==> config.mk <==
export PLATFORM = sky130hd
export DESIGN_NAME = awu_top
export DESIGN_NICKNAME = d
export VERILOG_FILES = /design/src/rtl/awu_pkg.sv /design/src/rtl/awu_match_counter.sv /design/src/rtl/awu_top.sv
export VERILOG_INCLUDE_DIRS = /design/src /design/src/rtl
export SDC_FILE = /design/constraint.sdc
export NUM_CORES = 2
export LEC_CHECK = 0
export BUFFER_PORTS_ARGS = -buffer_cell sky130_fd_sc_hd__buf_2
export CAP_MARGIN = 20
export CELL_PAD_IN_SITES_DETAIL_PLACEMENT = 0
export CELL_PAD_IN_SITES_GLOBAL_PLACEMENT = 1
export CORE_MARGIN = 2
export CORE_UTILIZATION = 44
export DETAILED_ROUTE_END_ITERATION = 8
export PLACE_DENSITY_LB_ADDON = 0.08
export SLEW_MARGIN = 10
export SYNTH_ARGS = -nofsm -noshare
export SYNTH_HDL_FRONTEND = slang
export SYNTH_HIERARCHICAL = 1
export SYNTH_SLANG_ARGS = --single-unit
==> constraint.sdc <==
create_clock -name clk -period 12.5 [get_ports clk]
set_input_delay 3.125 -clock clk [delete_from_list [all_inputs] [get_ports clk]]
set_output_delay 3.125 -clock clk [all_outputs]
set_load 0.005 [all_outputs]
==> src/rtl/awu_map.svh <==
// Constants of the address watchpoint unit: sizes, selects, bit positions
`ifndef AWU_MAP_SVH
`define AWU_MAP_SVH

// ----------------------------------------------------------------------
// Sizes
// ----------------------------------------------------------------------
`define AWU_NUM_IW 6
`define AWU_NUM_IR 3
`define AWU_NUM_DW 2
`define AWU_ADDR_W 32
`define AWU_CNT_W 16
`define AWU_SEL_W 5
`define AWU_STAT_W 12

// ----------------------------------------------------------------------
// Register selects on the register port
// ----------------------------------------------------------------------
`define AWU_SEL_IADDR0 5'h00
`define AWU_SEL_ICNT0 5'h06
`define AWU_SEL_ICTL 5'h0C
`define AWU_SEL_DADDR0 5'h0D
`define AWU_SEL_DCNT0 5'h0F
`define AWU_SEL_DCTL 5'h11
`define AWU_SEL_STATUS 5'h12

// ----------------------------------------------------------------------
// Instruction watch control bit positions
// ----------------------------------------------------------------------
`define AWU_IC_POWER 0
`define AWU_IC_AND 1
`define AWU_IC_EN 2
`define AWU_IC_CNTEN 8
`define AWU_IC_EMU 14
`define AWU_IC_REN 20
`define AWU_IC_RINV 23

// ----------------------------------------------------------------------
// Data watch control bit positions
// ----------------------------------------------------------------------
`define AWU_DC_REN 0
`define AWU_DC_RINV 1
`define AWU_DC_EN 2
`define AWU_DC_CNTEN 4
`define AWU_DC_DIR 6
`define AWU_DC_SRC 8

// ----------------------------------------------------------------------
// Status bit positions and reset values
// ----------------------------------------------------------------------
`define AWU_ST_IRANGE 6
`define AWU_ST_DSINGLE 9
`define AWU_ST_DRANGE 11
`define AWU_RST_WORD 32'h0000_0000
`define AWU_RST_CNT 16'h0000
`define AWU_RST_STAT 12'h000

`endif

==> src/rtl/awu_pkg.sv <==
// Types of the address watchpoint unit
package awu_pkg;
`include "awu_map.svh"

    // State of the top-level unit
    typedef struct packed {
        logic [`AWU_NUM_IW-1:0][`AWU_ADDR_W-1:0] ia;
        logic [`AWU_NUM_DW-1:0][`AWU_ADDR_W-1:0] da;
        logic [31:0] ictl;
        logic [31:0] dctl;
        logic [`AWU_STAT_W-1:0] status;
        logic emu;
        logic exc;
        logic [31:0] rdata;
    } awu_state_t;

    // State of one match counter
    typedef struct packed {
        logic [`AWU_CNT_W-1:0] count;
    } awu_cnt_state_t;
endpackage

==> src/rtl/awu_match_counter.sv <==
// One 16-bit match counter with software load
module awu_match_counter import awu_pkg::*; (
    input wire logic clk,
    input wire logic reset,
    input wire logic load,
    input wire logic [`AWU_CNT_W-1:0] load_value,
    input wire logic count_enable,
    input wire logic hit,
    output logic fire,
    output logic [`AWU_CNT_W-1:0] count
);
    awu_cnt_state_t st;
    awu_cnt_state_t next_st;

    // ------------------------------------------------------------------
    // Next state
    // ------------------------------------------------------------------
    // Load beats a match; a spent counter rests at zero until reloaded
    always_comb begin
        next_st = st;
        if (load) begin
            next_st.count = load_value;
        end else if (hit && count_enable && st.count != `AWU_RST_CNT) begin
            next_st.count = st.count - 16'h0001;
        end
    end

    // Fires at once without counting, else only from zero
    assign fire = hit && (!count_enable || st.count == `AWU_RST_CNT);
    assign count = st.count;

    // State register
    always_ff @(posedge clk or posedge reset) begin
        if (reset) begin
            st <= '{count: `AWU_RST_CNT};
        end else begin
            st <= next_st;
        end
    end
endmodule // awu_match_counter

==> src/rtl/awu_top.sv <==
// Address watchpoint unit: comparators, ranges, counters, status, events
module awu_top import awu_pkg::*; (
    input wire logic clk,
    input wire logic reset,
    input wire logic core_privileged,
    input wire logic reg_write,
    input wire logic [`AWU_SEL_W-1:0] reg_select,
    input wire logic [31:0] reg_wdata,
    input wire logic instr_fetch_valid,
    input wire logic [`AWU_ADDR_W-1:0] instr_fetch_addr,
    input wire logic [1:0] data_bus_valid,
    input wire logic [1:0] data_bus_write,
    input wire logic [`AWU_ADDR_W-1:0] data_bus_addr0,
    input wire logic [`AWU_ADDR_W-1:0] data_bus_addr1,
    output logic [31:0] reg_read_data,
    output logic [`AWU_STAT_W-1:0] watch_status,
    output logic emulation_event,
    output logic exception_event
);
    awu_state_t st;
    awu_state_t next_st;

    // ------------------------------------------------------------------
    // Helper functions
    // ------------------------------------------------------------------
    // Privileged write strobe shared by every register select
    logic wen;
    assign wen = reg_write && core_privileged;

    // Write to one select; strobe and select are arguments so that a
    // port connection using this re-evaluates when they move
    function automatic logic wr_to(
        input logic en,
        input logic [`AWU_SEL_W-1:0] s,
        input logic [`AWU_SEL_W-1:0] k
    );
        wr_to = en && s == k;
    endfunction

    // Range test; invert picks the outside of the range
    function automatic logic in_range(
        input logic [`AWU_ADDR_W-1:0] a,
        input logic [`AWU_ADDR_W-1:0] lo,
        input logic [`AWU_ADDR_W-1:0] hi,
        input logic inv
    );
        in_range = ((a >= lo) && (a <= hi)) ^ inv;
    endfunction

    // ------------------------------------------------------------------
    // Control fields
    // ------------------------------------------------------------------
    logic power;
    logic and_mode;
    logic [`AWU_NUM_IW-1:0] i_en;
    logic [`AWU_NUM_IW-1:0] i_cnt_en;
    logic [`AWU_NUM_IW-1:0] i_emu;
    logic [`AWU_NUM_IR-1:0] i_ren;
    logic [`AWU_NUM_IR-1:0] i_rinv;
    logic d_ren;
    logic d_rinv;
    logic [`AWU_NUM_DW-1:0] d_en;
    logic [`AWU_NUM_DW-1:0] d_cnt_en;
    logic [`AWU_NUM_DW-1:0] d_dir;
    logic [`AWU_NUM_DW-1:0] d_src;

    // Field slices of the two control words
    assign power = st.ictl[`AWU_IC_POWER];
    assign and_mode = st.ictl[`AWU_IC_AND];
    assign i_en = st.ictl[`AWU_IC_EN +: `AWU_NUM_IW];
    assign i_cnt_en = st.ictl[`AWU_IC_CNTEN +: `AWU_NUM_IW];
    assign i_emu = st.ictl[`AWU_IC_EMU +: `AWU_NUM_IW];
    assign i_ren = st.ictl[`AWU_IC_REN +: `AWU_NUM_IR];
    assign i_rinv = st.ictl[`AWU_IC_RINV +: `AWU_NUM_IR];
    assign d_ren = st.dctl[`AWU_DC_REN];
    assign d_rinv = st.dctl[`AWU_DC_RINV];
    assign d_en = st.dctl[`AWU_DC_EN +: `AWU_NUM_DW];
    assign d_cnt_en = st.dctl[`AWU_DC_CNTEN +: `AWU_NUM_DW];
    assign d_dir = st.dctl[`AWU_DC_DIR +: `AWU_NUM_DW];
    assign d_src = st.dctl[`AWU_DC_SRC +: `AWU_NUM_DW];

    // ------------------------------------------------------------------
    // Instruction comparators and ranges
    // ------------------------------------------------------------------
    logic [`AWU_NUM_IW-1:0] i_hit;
    logic [`AWU_NUM_IW-1:0] i_fire;
    logic [`AWU_CNT_W-1:0] i_count [`AWU_NUM_IW];
    logic [`AWU_NUM_IR-1:0] i_rng_fire;
    logic [`AWU_NUM_IW-1:0] i_single_fire;

    // Pair p uses comparator 2p as lower bound and 2p+1 as upper
    generate
        for (genvar p = 0; p < `AWU_NUM_IR; p++) begin : g_ipair
            logic eq_lo;
            logic eq_hi;
            logic rng;
            assign eq_lo = instr_fetch_addr == st.ia[2*p];
            assign eq_hi = instr_fetch_addr == st.ia[2*p+1];
            // Bounds assumed ordered by software
            assign rng = in_range(instr_fetch_addr, st.ia[2*p],
                st.ia[2*p+1], i_rinv[p]);
            // A range borrows the lower comparator's enable and counter
            assign i_hit[2*p] = power && instr_fetch_valid && i_en[2*p]
                && (i_ren[p] ? rng : eq_lo);
            assign i_hit[2*p+1] = power && instr_fetch_valid && !i_ren[p]
                && i_en[2*p+1] && eq_hi;
            assign i_rng_fire[p] = i_ren[p] && i_fire[2*p];
            assign i_single_fire[2*p] = !i_ren[p] && i_fire[2*p];
            assign i_single_fire[2*p+1] = i_fire[2*p+1];
        end
        for (genvar i = 0; i < `AWU_NUM_IW; i++) begin : g_icnt
            awu_match_counter u_cnt (
                .clk(clk),
                .reset(reset),
                .load(wr_to(wen, reg_select,
                    5'(`AWU_SEL_ICNT0 + i))),
                .load_value(reg_wdata[`AWU_CNT_W-1:0]),
                .count_enable(i_cnt_en[i]),
                .hit(i_hit[i]),
                .fire(i_fire[i]),
                .count(i_count[i])
            );
        end
    endgenerate

    // ------------------------------------------------------------------
    // Data comparators and range
    // ------------------------------------------------------------------
    logic [`AWU_NUM_DW-1:0] d_hit;
    logic [`AWU_NUM_DW-1:0] d_fire;
    logic [`AWU_CNT_W-1:0] d_count [`AWU_NUM_DW];
    logic [`AWU_ADDR_W-1:0] d_addr [`AWU_NUM_DW];
    logic [`AWU_NUM_DW-1:0] d_access;
    logic d_rng;

    // Each watchpoint picks its generator and access direction
    generate
        for (genvar n = 0; n < `AWU_NUM_DW; n++) begin : g_data
            assign d_addr[n] = d_src[n] ? data_bus_addr1 : data_bus_addr0;
            assign d_access[n] = d_src[n]
                ? (data_bus_valid[1] && data_bus_write[1] == d_dir[n])
                : (data_bus_valid[0] && data_bus_write[0] == d_dir[n]);
            awu_match_counter u_cnt (
                .clk(clk),
                .reset(reset),
                .load(wr_to(wen, reg_select,
                    5'(`AWU_SEL_DCNT0 + n))),
                .load_value(reg_wdata[`AWU_CNT_W-1:0]),
                .count_enable(d_cnt_en[n]),
                .hit(d_hit[n]),
                .fire(d_fire[n]),
                .count(d_count[n])
            );
        end
    endgenerate

    // The range follows watchpoint 0's source and direction
    assign d_rng = in_range(d_addr[0], st.da[0], st.da[1], d_rinv);
    assign d_hit[0] = power && d_access[0] && d_en[0]
        && (d_ren ? d_rng : d_addr[0] == st.da[0]);
    assign d_hit[1] = power && d_access[1] && d_en[1] && !d_ren
        && d_addr[1] == st.da[1];

    // ------------------------------------------------------------------
    // Event combining
    // ------------------------------------------------------------------
    logic [`AWU_STAT_W-1:0] fired;
    logic i_any;
    logic d_any;
    logic i_emu_fire;
    logic i_exc_fire;
    logic [`AWU_NUM_IR-1:0] rng_emu;
    logic both;

    // Sources in status order
    assign fired = {d_ren & d_fire[0], d_fire & {~d_ren, ~d_ren},
        i_rng_fire, i_single_fire};
    assign i_any = |fired[`AWU_ST_DSINGLE-1:0];
    assign d_any = |fired[`AWU_STAT_W-1:`AWU_ST_DSINGLE];
    generate
        for (genvar p = 0; p < `AWU_NUM_IR; p++) begin : g_remu
            assign rng_emu[p] = i_emu[2*p];
        end
    endgenerate
    // A range takes its event type from its lower comparator
    assign i_emu_fire = |(i_single_fire & i_emu)
        || |(i_rng_fire & rng_emu);
    assign i_exc_fire = |(i_single_fire & ~i_emu)
        || |(i_rng_fire & ~rng_emu);
    assign both = i_any && d_any;

    // ------------------------------------------------------------------
    // Next state
    // ------------------------------------------------------------------
    // Reads return the old value; unprivileged reads see zero
    always_comb begin
        next_st = st;
        next_st.rdata = `AWU_RST_WORD;
        if (core_privileged) begin
            for (int i = 0; i < `AWU_NUM_IW; i++) begin
                if (reg_select == 5'(`AWU_SEL_IADDR0 + i)) begin
                    next_st.rdata = st.ia[i];
                end
                if (reg_select == 5'(`AWU_SEL_ICNT0 + i)) begin
                    next_st.rdata = {16'h0000, i_count[i]};
                end
            end
            for (int n = 0; n < `AWU_NUM_DW; n++) begin
                if (reg_select == 5'(`AWU_SEL_DADDR0 + n)) begin
                    next_st.rdata = st.da[n];
                end
                if (reg_select == 5'(`AWU_SEL_DCNT0 + n)) begin
                    next_st.rdata = {16'h0000, d_count[n]};
                end
            end
            if (reg_select == `AWU_SEL_ICTL) begin
                next_st.rdata = st.ictl;
            end
            if (reg_select == `AWU_SEL_DCTL) begin
                next_st.rdata = st.dctl;
            end
            if (reg_select == `AWU_SEL_STATUS) begin
                next_st.rdata = {20'h0_0000, st.status};
            end
        end
        // Register writes
        for (int i = 0; i < `AWU_NUM_IW; i++) begin
            if (wr_to(wen, reg_select, 5'(`AWU_SEL_IADDR0 + i))) begin
                next_st.ia[i] = reg_wdata;
            end
        end
        for (int n = 0; n < `AWU_NUM_DW; n++) begin
            if (wr_to(wen, reg_select, 5'(`AWU_SEL_DADDR0 + n))) begin
                next_st.da[n] = reg_wdata;
            end
        end
        if (wr_to(wen, reg_select, `AWU_SEL_ICTL)) begin
            next_st.ictl = reg_wdata;
        end
        if (wr_to(wen, reg_select, `AWU_SEL_DCTL)) begin
            next_st.dctl = reg_wdata;
        end
        // Events: AND mode needs both sides, reported as emulation
        if (and_mode) begin
            next_st.emu = both;
            next_st.exc = 1'b0;
        end else begin
            next_st.emu = i_emu_fire || d_any;
            next_st.exc = i_exc_fire;
        end
        // Any write clears; a same-cycle source still lands
        if (wr_to(wen, reg_select, `AWU_SEL_STATUS)) begin
            next_st.status = `AWU_RST_STAT;
        end
        if (!and_mode || both) begin
            next_st.status = next_st.status | fired;
        end
    end

    // State register
    always_ff @(posedge clk or posedge reset) begin
        if (reset) begin
            st <= '0;
        end else begin
            st <= next_st;
        end
    end

    // Outputs straight from the state flops
    assign reg_read_data = st.rdata;
    assign watch_status = st.status;
    assign emulation_event = st.emu;
    assign exception_event = st.exc;
endmodule // awu_top

======== After elaboration in Yosys (flattened, before gate mapping) ========
Index checks and enable logic that the tools add are counted.
cells by class
  $lt $le $gt $ge ......................... 8
  reductions and logical operators ........ 138
  equal/unequal tests ..................... 30
  $add $sub $neg .......................... 8
  bitwise logic cells ..................... 14
  muxes and demuxes ....................... 47
operator list
  kind                                                 count
  2-to-1 mux 32 bit                                    22
  == test 32 bit                                       8
  2-to-1 mux 16 bit                                    16
  >= comparator 32 bit                                 4
  less-or-equal comparator 32 bit                      4
  logical NOT 16 bit                                   8
  nonzero test 16 bit                                  8
  subtractor 16 x 1 -> 16 bit (second input constant)  8
  logical AND 1 bit                                    82
  == test 5 x 4 -> 1 bit (second input constant)       8
  2-to-1 mux 12 bit                                    2
  == test 5 x 3 -> 1 bit (second input constant)       4
  nonzero test 2 bit                                   8
  == test 5 bit (second input constant)                3
  logical NOT 1 bit                                    13
  bitwise AND 6 bit                                    2
  logical OR 1 bit                                     12
  OR 12 bit                                            1
  OR reduction 6 bit                                   2
  == test 5 x 2 -> 1 bit (second input constant)       2
  OR reduction 3 bit                                   3
  OR reduction 9 bit                                   1
  bitwise AND 3 bit                                    2
  2-to-1 mux 1 bit                                     6
  10 further kinds                                     16
word-level totals
  register bits after elaboration ......... 494
  logic and storage cells ................. 267
  bits of input ports ..................... 142
  output and inout bits ................... 46

======== Logic depth before layout (Yosys ltp) ========
  depth in word-level cells ............... 21
  mapped depth ............................ 18

======== Modules after synthesis ========
The synthesis kept the hierarchy.
by module, submodules not included
  module                                    cells an instance  area each (um^2)  times used  sequential area each (um^2)
  awu_top                                   2691               24813.8           1           9158.8
  awu_match_counter at g_data[0].u_cnt ...  122                1081.0            7           400.4
  awu_match_counter at g_icnt[5].u_cnt      133                1141.1            1           400.4

======== Least setup slack after synthesis ========
Ideal clock, no wire load.
  path kind ............................... input-to-reg
  start point ............................. input port instr_fetch_addr[7]
  end point ............................... register st, in the netlist watch_status[11]
  setup slack ............................. 5942 ps
  setup time .............................. 122 ps
  path buffers ............................ 1
  cell stages on the path ................. 15
  data arrival time ....................... 6436 ps
  cell sequence ........................... ha_1 -> a2111oi_0 -> o21ai_0 -> o221a_2 -> o41ai_1 -> o311ai_0 -> a32oi_1 -> mux2i_1 -> o31ai_1 -> a21boi_0 -> or4_1 -> nor3_1 -> o21ai_0 -> clkbuf_1 -> a32o_1
RTL lines
  element               RTL line        text
  from (decl)           awu_top.sv:10   input wire logic [`AWU_ADDR_W-1:0] instr_fetch_addr,
  to (signal assigned)  awu_top.sv:265  st <= next_st;
  to (decl)             awu_top.sv:20   awu_state_t st;

==> summary.txt <==
Timing
  – Max-slew violation count: 0
  – Slew of the pin with the lowest slew margin: 1.26 ns
  – Min Tclk post-route: 7.40 ns
  – Fmax: 135 MHz
  – RSZ-0062 raised after global routing: no
  – Period utilization: 59.2%
  – Max-slew headroom: 16.3%
  – TNS Setup: 0 ns
  – Fin. Hold Viols: 0
  – Final setup fails: 0
  – Clock Skews: 0.0233 ns

Synth
  – Fraction of registers with async set/reset: 100%
  – Mapped Area: 33500 um2
  – Post-synthesis sequential area ratio: 36.9%
  – FF+latch count, synth: 494
  – YS warnings: 6
  – Post-Synthesis Cells: 3678
  – Mean Syn Cell Area: 9.11 um2
  – EDFF count, synth: 0
  – Syn nets: 4084
  – Most used DFF post-synth: dfrtp_1
  – Distinct cells, synth: 86

CTS
  – Resize count post-CTS: 0
  – CTS Buffer Depth: 3
  – H-tree levels: 2
  – Worst-Skew Late Latency: 0.66 ns
  – Clock root buffer: clkbuf_16
  – # hold bufs at CTS: 0
  – Clock sink count: 494
  – Post-CTS Setup Bufs: 0
  – Clock slew at reported path FFs: 0.06 ns
  – CTS tree: built
  – Num CTS Buffers: 59

Worst setup path
  – Endpoint type of the worst setup path: flop
  – Reg2reg start: d_src[0]
  – FF-to-FF path depth: 15
  – R2R setup slack: 6.96 ns
  – Worst EP arrival: 7.94 ns
  – Critical path launch point type: primary input
  – Worst R2R End: g_data[0].u_cnt/count[13]
  – Kind of critical path: primary input to flop
  – CP required: 13.04 ns
  – Crit-path max FO: 11

Global route
  – Initial antenna violation count: 9
  – Total GRT Usage: 35.1%
  – First-pass GRT wire length: 202000 um
  – Largest net degree at the start of global routing: 191
  – Grt total ovfl: 0
  – Vias in the first global route: 29239

Power
  – Sw power: 1.88 mW
  – Leakage: 16.3 nW
  – Sw frac: 35.2%
  – Clock Power Share: 34.7%
  – Flop pwr share: 41.6%
  – P_int: 3.45 mW
  – Gate power share: 23.7%
  – Worst vdd ir: 0.135 mV
  – PD cells: 143 nW/um2

Detailed routing
  – Pre-antenna DRT Iters: 7
  – Routed wire length: 140000 um
  – DRC viols: 0
  – Avg Vias per Cell: 6.40
  – Via count: 30539
  – Mean routed wirelength per cell: 29.3 um
  – Antenna viol nets, final: 0
  – DR iter-0 viols: 3025

Hold path
  – Hold wc startpoint: st[70]
  – WHS Endpoint: st[70]
  – HP Class: flop to flop
  – Hold Path Stages: 1

Die
  – Starting density of the core: 44.3%
  – Die Span Y: 280 um
  – Die ar.: 78400 um2
  – IO Pins: 188
  – CORE AREA: 75700 um2
  – Core Rows: 101
  – Die Width: 280 um

Layout
  – Final instance area: 37200 um2
  – Layout cells sized above 1: 18.0%
  – # nets final: 4147
  – Area grow syn2layout: 10.9%

Outcome
  – Status: finished, final reports clean

Placed design
  – Port bufs: 187
  – HPWL after DPL: 105000 um
  – Routability Congestion: 0.962
  – Dpl cell area: 35000 um2

Job
  – Max-Cap Viols: 0
[cell usage after synthesis, drive strengths merged, types with 24 or more instances]
| cell type | number | area share (%) |
|---|---|---|
| a21oi | 199 | 3.0 |
| a221oi | 48 | 1.3 |
| a22oi | 46 | 1.0 |
| a31oi | 86 | 1.6 |
| and2 | 31 | 0.58 |
| buf | 90 | 1.6 |
| clkbuf | 140 | 1.6 |
| dfrtp | 494 | 37 |
| ha | 264 | 9.9 |
| inv | 323 | 3.6 |
| mux2 | 234 | 7.9 |
| mux2i | 47 | 1.4 |
| nand2 | 301 | 3.4 |
| nand3 | 84 | 1.3 |
| nand4 | 82 | 1.7 |
| nor2 | 215 | 2.4 |
| nor3 | 44 | 0.79 |
| nor4 | 34 | 0.99 |
| o211ai | 61 | 1.4 |
| o21ai | 319 | 4.8 |
| o221ai | 31 | 0.81 |
| o22ai | 29 | 0.54 |
| o31ai | 24 | 0.54 |
| or3 | 33 | 0.67 |
| or4 | 51 | 1.2 |
| xnor2 | 36 | 0.94 |
[placed cells by master (no fill, tap or decap), types with 29 or more instances in the layout]
cell type / n
dfrtp_1: 493
inv_1: 322
o21ai_0: 310
nand2_1: 294
ha_1: 264
mux2_2: 234
nor2_1: 207
a21oi_1: 199
buf_2: 189
a31oi_1: 86
nand3_1: 84
nand4_1: 74
o211ai_1: 61
clkbuf_16: 59
a221oi_1: 48
mux2i_1: 47
or4_1: 47
a22oi_1: 45
buf_4: 39
xnor2_1: 36
nor3_1: 31
o221ai_1: 31
and2_1: 30
o22ai_1: 29
[state kept, by name, summed over array words and instances (netlist names)]
signal,cells
i_cnt_en,6
i_rinv,3
exception_event,1
power,1
st,284
d_cnt_en,2
d_rinv,1
d_dir,2
g_icnt.u_cnt/count,96
g_data.u_cnt/count,32
i_ren,3
d_src,2
d_en,2
and_mode,1
reg_read_data,32
i_emu,6
watch_status,12
d_ren,1
emulation_event,1
i_en,6
[cells by family after synthesis]
| family | after synthesis | synth area share [%] |
|---|---|---|
| compound gates | 1032 | 19.8 |
| mux | 281 | 9.26 |
| fa+ha+maj | 264 | 9.85 |
| xor+xnor | 39 | 1.02 |
| flops | 494 | 36.9 |
| simple gates | 1015 | 16.4 |
| buf+inv | 553 | 6.77 |
[cell type report]
type	count	area [um2]
Antenna cell	6	15.0
Clock buffer	83	1730
Clock inverter	28	362
Fill cell	7246	38500
Inverter	323	1220
Multi-Input combinational cell	2631	19000
Sequential cell	494	12400
Tap cell	978	1220
Timing Repair Buffer	232	1320
[metal layers]
| layer | vias to the layer above | routed length (um) | global-route usage (%) |
|---|---|---|---|
| li1 | 13705 | - | - |
| met2 | 1257 | 64300 | 56.3 |
| met1 | 15259 | 58400 | 47.0 |
| met4 | 4 | 8030 | 17.4 |
| met5 | - | 27 | 0 |
| met3 | 314 | 8930 | 3.92 |
[through the flow]
stage | hold WS (ns) | setup slack [ns] | util (%) | total power [mW] | instances
2_1_floorplan | 0.432 | 4.46 | - | 2.91 | 3678
3_3_place_gp | 0.481 | 4.59 | 46.2 | 3.43 | 4652
3_5_place_dp | 0.489 | 4.42 | 46.3 | 3.47 | 4655
4_1_cts | 0.499 | 5.10 | 49.1 | 5.33 | 4766
5_1_grt | 0.526 | 4.77 | 49.1 | 5.57 | 4769
6_report | 0.504 | 5.10 | 49.1 | 5.33 | 4775
[critical path, stage by stage]
cell       delay [ns]
buf_2            0.16
ha_1             0.35
a2111oi_0        0.33
o21ai_0          0.15
o221a_2          0.31
o41ai_1          0.55
o311ai_0         0.43
a32oi_1          0.31
mux2i_1          0.12
o31ai_1          0.26
a21boi_0         0.88
or4_1            0.23
nor3_1           0.04
o21ai_0          0.19
buf_4            0.21
inv_1            0.08
o31ai_1          0.20
[worst max path at each step]
| stage | startpoint | end | slack [ns] | cells after the start |
|---|---|---|---|---|
| final | instr_fetch_addr[7] | watch_status[0] | 5.10 | 17 |
| after global routing | instr_fetch_addr[7] | watch_status[0] | 4.77 | 17 |
| after CTS | instr_fetch_addr[7] | watch_status[0] | 5.10 | 17 |
| after detailed placement | instr_fetch_addr[7] | watch_status[0] | 4.42 | 17 |
| after global placement | instr_fetch_addr[7] | watch_status[0] | 4.59 | 17 |
| after floorplan | reset | and_mode | 4.46 | 1 |
[power by group through the flow]
stage	Sequential [mW]	Combinational, mW	Clock (mW)
finish	2.22	1.26	1.85
global route	2.23	1.40	1.94
CTS	2.20	1.25	1.88
detailed placement	2.22	1.24	0
global placement	2.22	1.21	0
floorplan	2.05	0.864	0
Power figures use the tool's default switching activity.
